`config.mk`:
```
export PLATFORM = sky130hd
export DESIGN_NAME = ptm_monitor
export DESIGN_NICKNAME = d
export VERILOG_FILES = /design/src/ptm_pkg.sv /design/src/ptm_tick_timer.sv /design/src/ptm_chan_eval.sv /design/src/ptm_monitor.sv
export SDC_FILE = /design/constraint.sdc
export NUM_CORES = 2
export LEC_CHECK = 0
export ABC_AREA = 1
export BUFFER_PORTS_ARGS = -buffer_cell sky130_fd_sc_hd__buf_2
export CAP_MARGIN = 25
export CORE_UTILIZATION = 35
export DETAILED_ROUTE_END_ITERATION = 8
export PLACE_DENSITY_LB_ADDON = 0.12
export SYNTH_ARGS = -nofsm -noshare
export SYNTH_HDL_FRONTEND = slang
export SYNTH_SLANG_ARGS = --single-unit
```
`constraint.sdc`:
```
create_clock -name aclk -period 7.4 [get_ports aclk]
set_input_delay 1.11 -clock aclk [delete_from_list [all_inputs] [get_ports aclk]]
set_output_delay 1.11 -clock aclk [all_outputs]
set_load 0.05 [all_outputs]
```
`src/ptm_pkg.sv`:
```
package ptm_pkg;
	// channel and store geometry
	localparam int NUM_CHAN = 3;
	localparam int NUM_WORK = 16;
	localparam int NUM_SLOTS = 32;
	// timing: one pass waits this long before the channels are looked at
	localparam int CLK_FREQ_HZ = 40_000_000;
	localparam int WAIT_TIME_US = 4000;
	localparam int TICK_CYCLES = WAIT_TIME_US * (CLK_FREQ_HZ / 1_000_000);
	// byte offsets on the register bus
	localparam logic [11:0] OFS_WORK_BASE = 12'h000;
	localparam logic [11:0] OFS_CTRL = 12'h040;
	localparam logic [11:0] OFS_STATUS = 12'h044;
	localparam logic [11:0] OFS_IRQ_FLAG = 12'h048;
	localparam logic [11:0] OFS_IRQ_MASK = 12'h04c;
	localparam logic [11:0] OFS_INSN_BASE = 12'h080;
	// work register roles
	localparam int CH_ENABLE_IDX [NUM_CHAN] = '{1, 6, 9};
	localparam int CH_COUNTER_IDX [NUM_CHAN] = '{2, 7, 10};
	localparam int CH_LIMIT_IDX [NUM_CHAN] = '{3, 8, 11};
	localparam int IDX_FIXED_ZERO = 0;
	localparam int IDX_STEP = 13;
	localparam int IDX_FIXED_ONES = 15;
	// interrupt bit of each channel in the low flag and mask bytes
	localparam int CH_IRQ_BIT [NUM_CHAN] = '{3, 4, 6};
	localparam logic [7:0] IRQ_FLAG_RESET = 8'h00;
	localparam logic [7:0] IRQ_MASK_RESET = 8'hff;
	// work register reset values, register 15 first
	localparam logic [NUM_WORK*16-1:0] WORK_RESET = {16'hffff, 16'h0000, 16'h0001, 16'hffff,
		16'h00ff, 16'h0000, 16'h0000, 16'h00ff, 16'h0000, 16'h0000, 16'hffe0, 16'hffe4,
		16'h0113, 16'h0000, 16'h0000, 16'h0000};
	// command store reset image, slot 31 first
	localparam logic [NUM_SLOTS*16-1:0] INSN_RESET = {16'h0000, 16'h0000, 16'h0000, 16'hf000,
		16'h8e51, 16'h7c02, 16'h7c00, 16'h4560, 16'h5460, 16'h7aa1, 16'h8040, 16'h7ab2,
		16'h7ad0, 16'h8073, 16'h79d2, 16'h4540, 16'h5440, 16'h7771, 16'h8040, 16'h7782,
		16'h77d0, 16'h8073, 16'h76d2, 16'h4530, 16'h5430, 16'h7221, 16'h8040, 16'h7232,
		16'h72d0, 16'h8073, 16'h71d2, 16'h9c21};
	// command slot reached by each step of the pass
	localparam logic [4:0] SLOT_WAIT = 5'h00;
	localparam logic [4:0] SLOT_CH_BASE [NUM_CHAN] = '{5'h01, 5'h09, 5'h11};
	localparam logic [4:0] SLOT_FINISH = 5'h1c;
	// control and status fields
	localparam int CTRL_START_BIT = 0;
	localparam int CTRL_STOP_BIT = 1;
	localparam int STAT_RUN_BIT = 0;
	localparam int STAT_SLOT_LSB = 8;
	localparam int STAT_CHAN_LSB = 16;
	// bus answers
	localparam logic [1:0] RESP_OKAY = 2'h0;
	localparam logic [1:0] RESP_SLVERR = 2'h2;
	// sequencer states and address regions
	typedef enum logic [1:0] {ST_IDLE, ST_WAIT, ST_CHAN} ptm_state_t;
	typedef enum logic [2:0] {RG_NONE, RG_WORK, RG_CTRL, RG_STATUS, RG_FLAG, RG_MASK, RG_INSN} ptm_region_t;
endpackage

```
`src/ptm_tick_timer.sv`:
```
`timescale 1ns/1ps
module ptm_tick_timer #(
	parameter int TICKS = ptm_pkg::TICK_CYCLES
) (
	// clock and reset
	input wire logic aclk,
	input wire logic aresetn,
	// control
	input wire logic run,
	output logic done
);
	localparam int CW = $clog2(TICKS + 1);
	localparam logic [CW-1:0] LAST = CW'(TICKS - 1);
	logic [CW-1:0] cnt_r; // cycles spent in the current wait
	// count only while the sequencer waits; dropping run restarts the wait
	always_ff @(posedge aclk) begin
		if (!aresetn) begin
			cnt_r <= '0;
		end else if (run && cnt_r == LAST) begin
			cnt_r <= '0;
		end else begin
			cnt_r <= run ? cnt_r + CW'(1) : '0;
		end
	end
	// end flagged in the last counted cycle; a registered flag would stretch every wait by one clock
	assign done = run && (cnt_r == LAST);
endmodule // ptm_tick_timer

```
`src/ptm_chan_eval.sv`:
```
`timescale 1ns/1ps
module ptm_chan_eval (
	// channel words
	input wire logic [15:0] enable_word,
	input wire logic [15:0] counter,
	input wire logic [15:0] limit,
	input wire logic [15:0] step,
	// results
	output logic active,
	output logic overflow,
	output logic [15:0] next_counter
);
	logic [15:0] sum; // counter after this tick's step
	// enabled only on an exact match with the on value
	assign active = (enable_word == step);
	assign sum = counter + step;
	// the limit itself counts as overflow, like a no-borrow compare
	assign overflow = active && (sum >= limit);
	assign next_counter = overflow ? 16'h0000 : sum;
endmodule // ptm_chan_eval

```
`src/ptm_monitor.sv`:
```
// Decided for this implementation: the AXI4-Lite interface to the registers and the placing of the registers.
`timescale 1ns/1ps
module ptm_monitor #(
	parameter int TICK_CYCLES = ptm_pkg::TICK_CYCLES,
	parameter int ADDR_W = 12
) (
	// clock and reset
	input wire logic aclk,
	input wire logic aresetn,
	// write address channel
	input wire logic awvalid,
	output logic awready,
	input wire logic [ADDR_W-1:0] awaddr,
	input wire logic [2:0] awprot,
	// write data channel
	input wire logic wvalid,
	output logic wready,
	input wire logic [31:0] wdata,
	input wire logic [3:0] wstrb,
	// write response channel
	output logic bvalid,
	input wire logic bready,
	output logic [1:0] bresp,
	// read address channel
	input wire logic arvalid,
	output logic arready,
	input wire logic [ADDR_W-1:0] araddr,
	input wire logic [2:0] arprot,
	// read data channel
	output logic rvalid,
	input wire logic rready,
	output logic [31:0] rdata,
	output logic [1:0] rresp,
	// requests to the interrupt controller
	output logic irq,
	output logic chan1_overflow_request,
	output logic chan2_overflow_request,
	output logic chan3_overflow_request
);
	localparam int NC = ptm_pkg::NUM_CHAN;

	// map a byte address onto a register region
	function automatic ptm_pkg::ptm_region_t region(input logic [ADDR_W-1:0] a);
		logic [11:0] o;
		o = 12'(a);
		if (o[1:0] != 2'h0) begin
			region = ptm_pkg::RG_NONE;
		end else if (o < ptm_pkg::OFS_CTRL) begin
			region = ptm_pkg::RG_WORK;
		end else if (o == ptm_pkg::OFS_CTRL) begin
			region = ptm_pkg::RG_CTRL;
		end else if (o == ptm_pkg::OFS_STATUS) begin
			region = ptm_pkg::RG_STATUS;
		end else if (o == ptm_pkg::OFS_IRQ_FLAG) begin
			region = ptm_pkg::RG_FLAG;
		end else if (o == ptm_pkg::OFS_IRQ_MASK) begin
			region = ptm_pkg::RG_MASK;
		end else if (o >= ptm_pkg::OFS_INSN_BASE && o < 12'h100) begin
			region = ptm_pkg::RG_INSN;
		end else begin
			region = ptm_pkg::RG_NONE;
		end
	endfunction

	// merge the two low byte lanes of a write into a 16-bit word
	function automatic logic [15:0] merge16(input logic [15:0] old, input logic [31:0] d, input logic [3:0] s);
		merge16 = {s[1] ? d[15:8] : old[15:8], s[0] ? d[7:0] : old[7:0]};
	endfunction

	// bus channel state
	logic awready_r;
	logic wready_r;
	logic bvalid_r;
	logic [1:0] bresp_r;
	logic arready_r;
	logic rvalid_r;
	logic [31:0] rdata_r;
	logic [1:0] rresp_r;
	logic aw_hold_r; // write address captured, waiting for data
	logic w_hold_r; // write data captured, waiting for address
	logic [ADDR_W-1:0] aw_addr_r;
	logic [31:0] w_data_r;
	logic [3:0] w_strb_r;

	// block state
	logic [15:0] work_r [ptm_pkg::NUM_WORK]; // working registers
	logic [15:0] insn_r [ptm_pkg::NUM_SLOTS]; // command store
	logic [7:0] irq_flag_r; // low flag byte, sticky
	logic [7:0] irq_mask_r; // low mask byte, one masks
	ptm_pkg::ptm_state_t state_r;
	ptm_pkg::ptm_state_t state_nxt;
	logic [1:0] ch_r; // channel under test
	logic [1:0] ch_nxt;
	logic [4:0] slot_r; // command slot being executed
	logic [4:0] slot_nxt;
	logic stop_req_r; // finish at end of this pass
	logic irq_r;
	logic [NC-1:0] req_r;

	// decode
	logic aw_take;
	logic w_take;
	logic ar_take;
	logic do_write;
	ptm_pkg::ptm_region_t wr_rg;
	ptm_pkg::ptm_region_t rd_rg;
	logic [3:0] wr_widx;
	logic [4:0] wr_iidx;
	logic [3:0] rd_widx;
	logic [4:0] rd_iidx;
	logic [31:0] rd_data;
	logic start_pulse;
	logic stop_pulse;
	logic flag_wr;
	logic mask_wr;
	logic tick_done;

	// channel evaluation
	logic [NC-1:0] ch_active;
	logic [NC-1:0] ch_ovf;
	logic [15:0] ch_next [NC];
	logic in_chan;
	logic seq_we; // sequencer writes a counter this cycle
	logic [3:0] seq_idx;
	logic [15:0] seq_val;
	logic [7:0] set_bits; // flag bits raised this cycle
	logic [7:0] flag_nxt;
	logic [7:0] mask_nxt;
	logic [7:0] pending;

	// handshakes
	assign aw_take = awvalid && awready_r;
	assign w_take = wvalid && wready_r;
	assign ar_take = arvalid && arready_r;
	assign do_write = aw_hold_r && w_hold_r && !bvalid_r;

	// address decode for both directions
	assign wr_rg = region(aw_addr_r);
	assign rd_rg = region(araddr);
	assign wr_widx = aw_addr_r[5:2];
	assign wr_iidx = aw_addr_r[6:2];
	assign rd_widx = araddr[5:2];
	assign rd_iidx = araddr[6:2];

	// control strobes; start and stop are write-only pulses
	assign start_pulse = do_write && wr_rg == ptm_pkg::RG_CTRL && w_strb_r[0]
		&& w_data_r[ptm_pkg::CTRL_START_BIT];
	assign stop_pulse = do_write && wr_rg == ptm_pkg::RG_CTRL && w_strb_r[0]
		&& w_data_r[ptm_pkg::CTRL_STOP_BIT];
	assign flag_wr = do_write && wr_rg == ptm_pkg::RG_FLAG && w_strb_r[0];
	assign mask_wr = do_write && wr_rg == ptm_pkg::RG_MASK && w_strb_r[0];

	// read selection; narrow registers sit in the low bits
	assign rd_data = (rd_rg == ptm_pkg::RG_WORK) ? {16'h0000, work_r[rd_widx]} :
		(rd_rg == ptm_pkg::RG_INSN) ? {16'h0000, insn_r[rd_iidx]} :
		(rd_rg == ptm_pkg::RG_STATUS) ? {14'h0000, ch_r, 3'h0, slot_r, 7'h00, state_r != ptm_pkg::ST_IDLE} :
		(rd_rg == ptm_pkg::RG_FLAG) ? {24'h000000, irq_flag_r} :
		(rd_rg == ptm_pkg::RG_MASK) ? {24'h000000, irq_mask_r} :
		32'h00000000;

	// write address, write data and response channels
	always_ff @(posedge aclk) begin
		if (!aresetn) begin
			awready_r <= 1'b1;
			wready_r <= 1'b1;
			aw_hold_r <= 1'b0;
			w_hold_r <= 1'b0;
			aw_addr_r <= '0;
			w_data_r <= 32'h00000000;
			w_strb_r <= 4'h0;
			bvalid_r <= 1'b0;
			bresp_r <= ptm_pkg::RESP_OKAY;
		end else begin
			// either channel may arrive first; each closes until the response
			if (aw_take) begin
				aw_addr_r <= awaddr;
				aw_hold_r <= 1'b1;
				awready_r <= 1'b0;
			end
			if (w_take) begin
				w_data_r <= wdata;
				w_strb_r <= wstrb;
				w_hold_r <= 1'b1;
				wready_r <= 1'b0;
			end
			if (do_write) begin
				aw_hold_r <= 1'b0;
				w_hold_r <= 1'b0;
				bvalid_r <= 1'b1;
				bresp_r <= (wr_rg == ptm_pkg::RG_NONE) ? ptm_pkg::RESP_SLVERR : ptm_pkg::RESP_OKAY;
			end else if (bvalid_r && bready) begin
				// reopen only after the response, so one write is in flight
				bvalid_r <= 1'b0;
				awready_r <= 1'b1;
				wready_r <= 1'b1;
			end
		end
	end

	// read address and read data channels
	always_ff @(posedge aclk) begin
		if (!aresetn) begin
			arready_r <= 1'b1;
			rvalid_r <= 1'b0;
			rdata_r <= 32'h00000000;
			rresp_r <= ptm_pkg::RESP_OKAY;
		end else if (ar_take) begin
			arready_r <= 1'b0;
			rvalid_r <= 1'b1;
			rdata_r <= rd_data;
			rresp_r <= (rd_rg == ptm_pkg::RG_NONE) ? ptm_pkg::RESP_SLVERR : ptm_pkg::RESP_OKAY;
		end else if (rvalid_r && rready) begin
			arready_r <= 1'b1;
			rvalid_r <= 1'b0;
		end
	end

	// pass timer, running only in the wait step
	ptm_tick_timer #(
		.TICKS(TICK_CYCLES)
	) u_tick (
		.aclk(aclk),
		.aresetn(aresetn),
		.run(state_r == ptm_pkg::ST_WAIT),
		.done(tick_done)
	);

	// one evaluator per channel
	for (genvar c = 0; c < NC; c++) begin : g_chan
		ptm_chan_eval u_eval (
			.enable_word(work_r[ptm_pkg::CH_ENABLE_IDX[c]]),
			.counter(work_r[ptm_pkg::CH_COUNTER_IDX[c]]),
			.limit(work_r[ptm_pkg::CH_LIMIT_IDX[c]]),
			.step(work_r[ptm_pkg::IDX_STEP]),
			.active(ch_active[c]),
			.overflow(ch_ovf[c]),
			.next_counter(ch_next[c])
		);
		// flag bit of this channel rises on its overflow step
		assign set_bits[ptm_pkg::CH_IRQ_BIT[c]] = in_chan && ch_r == 2'(c) && ch_ovf[c];
	end
	assign set_bits[2:0] = 3'h0;
	assign set_bits[5] = 1'b0;
	assign set_bits[7] = 1'b0;

	// counter update of the channel under test
	assign in_chan = (state_r == ptm_pkg::ST_CHAN);
	assign seq_we = in_chan && ch_active[ch_r];
	assign seq_idx = 4'(ptm_pkg::CH_COUNTER_IDX[ch_r]);
	assign seq_val = ch_next[ch_r];

	// flag: hardware set wins over a write-one clear in the same cycle
	assign flag_nxt = (irq_flag_r & ~(flag_wr ? w_data_r[7:0] : 8'h00)) | set_bits;
	// mask: an overflow unmasks its channel even against a software write
	assign mask_nxt = (mask_wr ? w_data_r[7:0] : irq_mask_r) & ~set_bits;
	assign pending = flag_nxt & ~mask_nxt; // unmasked flags as they stand after this edge

	// working registers; fixed words ignore writes
	always_ff @(posedge aclk) begin
		if (!aresetn) begin
			for (int i = 0; i < ptm_pkg::NUM_WORK; i++) begin
				work_r[i] <= ptm_pkg::WORK_RESET[i*16 +: 16];
			end
		end else begin
			for (int i = 0; i < ptm_pkg::NUM_WORK; i++) begin
				// a software write beats the tick, so a clear is never undone
				if (do_write && wr_rg == ptm_pkg::RG_WORK && wr_widx == 4'(i)
					&& i != ptm_pkg::IDX_FIXED_ZERO && i != ptm_pkg::IDX_FIXED_ONES) begin
					work_r[i] <= merge16(work_r[i], w_data_r, w_strb_r);
				end else if (seq_we && seq_idx == 4'(i)) begin
					work_r[i] <= seq_val;
				end
			end
		end
	end

	// command store, kept as a readable and writable image
	always_ff @(posedge aclk) begin
		if (!aresetn) begin
			for (int i = 0; i < ptm_pkg::NUM_SLOTS; i++) begin
				insn_r[i] <= ptm_pkg::INSN_RESET[i*16 +: 16];
			end
		end else if (do_write && wr_rg == ptm_pkg::RG_INSN) begin
			insn_r[wr_iidx] <= merge16(insn_r[wr_iidx], w_data_r, w_strb_r);
		end
	end

	// interrupt bytes and registered outputs
	always_ff @(posedge aclk) begin
		if (!aresetn) begin
			irq_flag_r <= ptm_pkg::IRQ_FLAG_RESET;
			irq_mask_r <= ptm_pkg::IRQ_MASK_RESET;
			irq_r <= 1'b0;
			req_r <= '0;
		end else begin
			irq_flag_r <= flag_nxt;
			irq_mask_r <= mask_nxt;
			irq_r <= |pending;
			for (int c = 0; c < NC; c++) begin
				req_r[c] <= pending[ptm_pkg::CH_IRQ_BIT[c]];
			end
		end
	end

	// pass sequence: wait, then one channel per cycle, then loop
	always_comb begin
		state_nxt = state_r;
		ch_nxt = ch_r;
		slot_nxt = slot_r;
		case (state_r)
			ptm_pkg::ST_IDLE: begin
				// a trigger starts the program at its first slot
				if (start_pulse) begin
					state_nxt = ptm_pkg::ST_WAIT;
					slot_nxt = ptm_pkg::SLOT_WAIT;
				end
			end
			ptm_pkg::ST_WAIT: begin
				if (tick_done) begin
					state_nxt = ptm_pkg::ST_CHAN;
					ch_nxt = 2'h0;
					slot_nxt = ptm_pkg::SLOT_CH_BASE[0];
				end
			end
			ptm_pkg::ST_CHAN: begin
				if (ch_r == 2'(NC - 1)) begin
					// the pass closes back to the wait unless stopped
					ch_nxt = 2'h0;
					state_nxt = stop_req_r ? ptm_pkg::ST_IDLE : ptm_pkg::ST_WAIT;
					slot_nxt = stop_req_r ? ptm_pkg::SLOT_FINISH : ptm_pkg::SLOT_WAIT;
				end else begin
					ch_nxt = ch_r + 2'h1;
					slot_nxt = ptm_pkg::SLOT_CH_BASE[ch_r + 2'h1];
				end
			end
			default: begin
				state_nxt = ptm_pkg::ST_IDLE;
			end
		endcase
	end

	// sequencer registers
	always_ff @(posedge aclk) begin
		if (!aresetn) begin
			state_r <= ptm_pkg::ST_IDLE;
			ch_r <= 2'h0;
			slot_r <= ptm_pkg::SLOT_WAIT;
			stop_req_r <= 1'b0;
		end else begin
			state_r <= state_nxt;
			ch_r <= ch_nxt;
			slot_r <= slot_nxt;
			// a stop is honoured only at a pass boundary, never mid-channel
			stop_req_r <= (state_nxt == ptm_pkg::ST_IDLE) ? 1'b0 : (stop_req_r || stop_pulse);
		end
	end

	// outputs straight from flip-flops
	assign awready = awready_r;
	assign wready = wready_r;
	assign bvalid = bvalid_r;
	assign bresp = bresp_r;
	assign arready = arready_r;
	assign rvalid = rvalid_r;
	assign rdata = rdata_r;
	assign rresp = rresp_r;
	assign irq = irq_r;
	assign chan1_overflow_request = req_r[0];
	assign chan2_overflow_request = req_r[1];
	assign chan3_overflow_request = req_r[2];
endmodule // ptm_monitor

```
==> metrics.cfg <==
[clock_network]
cts_tree=built
cts_buffer_depth=3
htree_levels=3
cts_resized=0
clock_sinks=872
numCtsBuffers=101
clk_latency_ns=0.75
postCtsSetupRepairBufs=0
path_clk_slew_ns=0.06
ctsHoldBuffers=0
cts_root_buffer=clkbuf_16

[detailed_routing]
drc=2
drt-total-wl_mm=169.7
ant_nets=0
routedWlPerCell_um=24.95
via_count=36332
dr.pass1.iters=9
drt-vias-per-instance=5.341
drt_iter0_drc=4024

[placed_design]
place_area_um2=46330
io_buffers=77
place_ws_ns=2.175
gp_congestion=0.9286
hpwl_mm=115.4

[finish]
final_layout_size_suffix_gt1_share_pct=8.231
final_area_um2=49760
final_nets=5239
area.growth.synth_to_final_pct=12.53

[global_routing]
grt_pass1_wl_mm=242.7
antenna_found_initial=3
grt_overflow=0
grt.total_usage_pct=26.33
grt_pass1_vias=34291
grt_max_degree=109

[sta]
worstMarginPinSlew_ns=1.107
timing.slew.headroom_pct=25.44
setup_viol=0
clock_skew_ns=0.06703
final.min_clock_period_ns=5.309
timing.final.crit_share_pct=71.74
timing.fmax_ghz=0.1884
slew_viol_final=0
worst_slack_ns=2.091
rsz0062_at_grt=no
finalHoldViolCount=0
tns_ns=0

[die]
pin_count=118
die-area_um2=127800
coreArea_um2=125400
die_height_um=357.4
fp.dieW_um=357.4
fp-row-count=130
initial_core_util_pct=35.26

[logic_synthesis]
yosysSeqAreaShare_pct=56.86
ys_ff_latch=872
syn_area_um2=44220
ys.flop_type=edfxtp_1
synth-warning-count=0
ys_types=61
synth_area_per_cell_um2=8.762
synth_edf_count=768
async_reset_ff_share_pct=0
syn_inst=5047

[hold_path]
min_path_type=register to register

[critical_path]
crit_type=register to register
crit_fanout=16
cp.arrival_ns=5.79
critical_path_required_ns=7.88
setup.worst_path.start_class=register
setup.worst_path.end_class=register

[pwr]
cellPowerDensity_nw_per_um2=244.6
power.leakage_nw=19.31
ir_worst_vdd_uv=181.1

[outcome]
outcome=finished, violations left
violations=design-rule violations

[flow_run]
max_cap_viol_count=0

worst max-delay path, cell delays in order, from the launching register on:
cell,delay (ns)
edfxtp_1,0.75
inv_1,0.32
fa_1,0.52
inv_1,0.10
nand3_1,0.07
nand2_1,0.15
nand2_1,0.07
nand2_1,0.11
nand3_1,0.11
nand3_1,0.10
nand2_1,0.12
ha_1,0.30
nand2_1,0.05
inv_1,0.05
nand3_1,0.09
nor2_1,0.15
nand3_1,0.09
nand3_1,0.33
nand2_1,0.65
nand3_1,0.41
nand3_1,0.27
nand2_1,0.13
o21ai_0,0.08
report_power, final:
part | switching [mW] | internal [mW] | total [mW]
Sequential | 0.101 | 5.49 | 5.59
Combinational | 1.05 | 0.315 | 1.37
Clock | 2.19 | 3.03 | 5.22
final cells by class:
type | count | area, um2
Tap cell | 1650 | 2064
Sequential cell | 872 | 25140
Multi-Input combinational cell | 3540 | 16550
Clock buffer | 151 | 2897
Fill cell | 12670 | 75650
Antenna cell | 1 | 2.502
Timing Repair Buffer | 157 | 1107
Clock inverter | 38 | 514.2
Inverter | 393 | 1479
worst paths after layout:
path	from	end	slack, ns	depth (start not counted)
setup / recovery	work_r[13][1]	work_r[2][12]	2.09	22
hold / removal	aw_addr_r[11]	aw_addr_r[11]	0.45	2
setup reg to reg	work_r[13][1]	work_r[2][12]	2.09	22
hold reg to reg	aw_addr_r[11]	aw_addr_r[11]	0.45	2
cell usage after synthesis (all sizes together) (2+ instances only):
master,instances,area share (%)
o21ai,195,2.2
nor2,757,6.5
a21oi,189,2.1
a21boi,3,0.051
nand2,1562,13
a21o,8,0.14
clkbuf,189,1.6
xnor2,24,0.48
nand3,338,3.9
a22o,2,0.040
nor4,5,0.071
fa,3,0.14
xor2,36,0.71
nor3,25,0.33
a221oi,2,0.040
buf,84,1.1
nand4,95,1.4
nand3b,9,0.16
o22ai,16,0.23
edfxtp,768,52
dfxtp,104,4.7
o211ai,8,0.14
clkinv,19,0.16
a31oi,5,0.071
o2111ai,34,0.67
or2,23,0.33
ha,98,2.8
and2,2,0.028
or3,2,0.028
a211oi,20,0.34
nor3b,2,0.034
inv,374,3.2
o21a,7,0.12
a22oi,30,0.51
registers in the layout, summed over array words and instances, names as in the netlist, 2 cells and up:
name	flops
ch_r	2
w_data_r	16
work_r	256
irq_flag_r	8
aw_addr_r	12
state_r	2
rdata	18
irq_mask_r	8
u_tick.cnt_r	18
insn_r	512
req_r	3
slot_r	4
w_strb_r	2
cell usage in the layout (no fill, tap or decap), types with 14 or more instances in the layout:
| cell | n |
|---|---|
| dfxtp_1 | 104 |
| clkinv_1 | 14 |
| a211oi_1 | 20 |
| nand3_1 | 332 |
| clkbuf_16 | 102 |
| nand2_1 | 1541 |
| clkbuf_8 | 17 |
| a22oi_1 | 30 |
| buf_4 | 69 |
| o2111ai_1 | 34 |
| a21oi_1 | 188 |
| edfxtp_1 | 768 |
| nor3_1 | 22 |
| o22ai_1 | 16 |
| conb_1 | 32 |
| inv_2 | 48 |
| or2_2 | 23 |
| clkbuf_1 | 33 |
| o21ai_0 | 189 |
| ha_1 | 98 |
| nand2_2 | 21 |
| buf_2 | 77 |
| nand4_1 | 94 |
| xnor2_1 | 24 |
| xor2_1 | 36 |
| inv_1 | 340 |
| nor2_1 | 743 |
metal layers:
layer  wire, um  vias up  GRT usage [%]
met1      73760    17779          36.25
met2      76610     1425          41.64
met4       7186        2          10.36
met3      12130      307          3.872
met5         12        -              0
li1           -    16819              -
metrics by stage:
stage / hold WS [ns] / total power [mW] / instances / utilization (%)
after CTS: 0.4575 / 12.22 / 6799 / 39.66
after global routing: 0.4802 / 12.51 / 6801 / 39.68
after detailed placement: 0.4457 / 7.040 / 6610 / 36.94
after floorplan: 0.4293 / 6.448 / 5078 / -
after global placement: 0.4392 / 7.038 / 6603 / 36.88
final: 0.4538 / 12.17 / 6802 / 39.68
kinds of logic (layout without fill, tap and decap cells):
logic type | Yosys count | in the layout | share of synthesized area (%)
AOI/OAI and AO/OA | 526 | 526 | 6.836
and+or+nand+nor | 2821 | 2821 | 26.14
adders and majority gates | 101 | 101 | 2.909
xor gates and xnor gates | 60 | 60 | 1.188
other | 1 | 33 | 0.008480
buffers and inverters | 666 | 739 | 6.058
DFF | 872 | 872 | 56.86
Power figures use the tool's default switching activity.
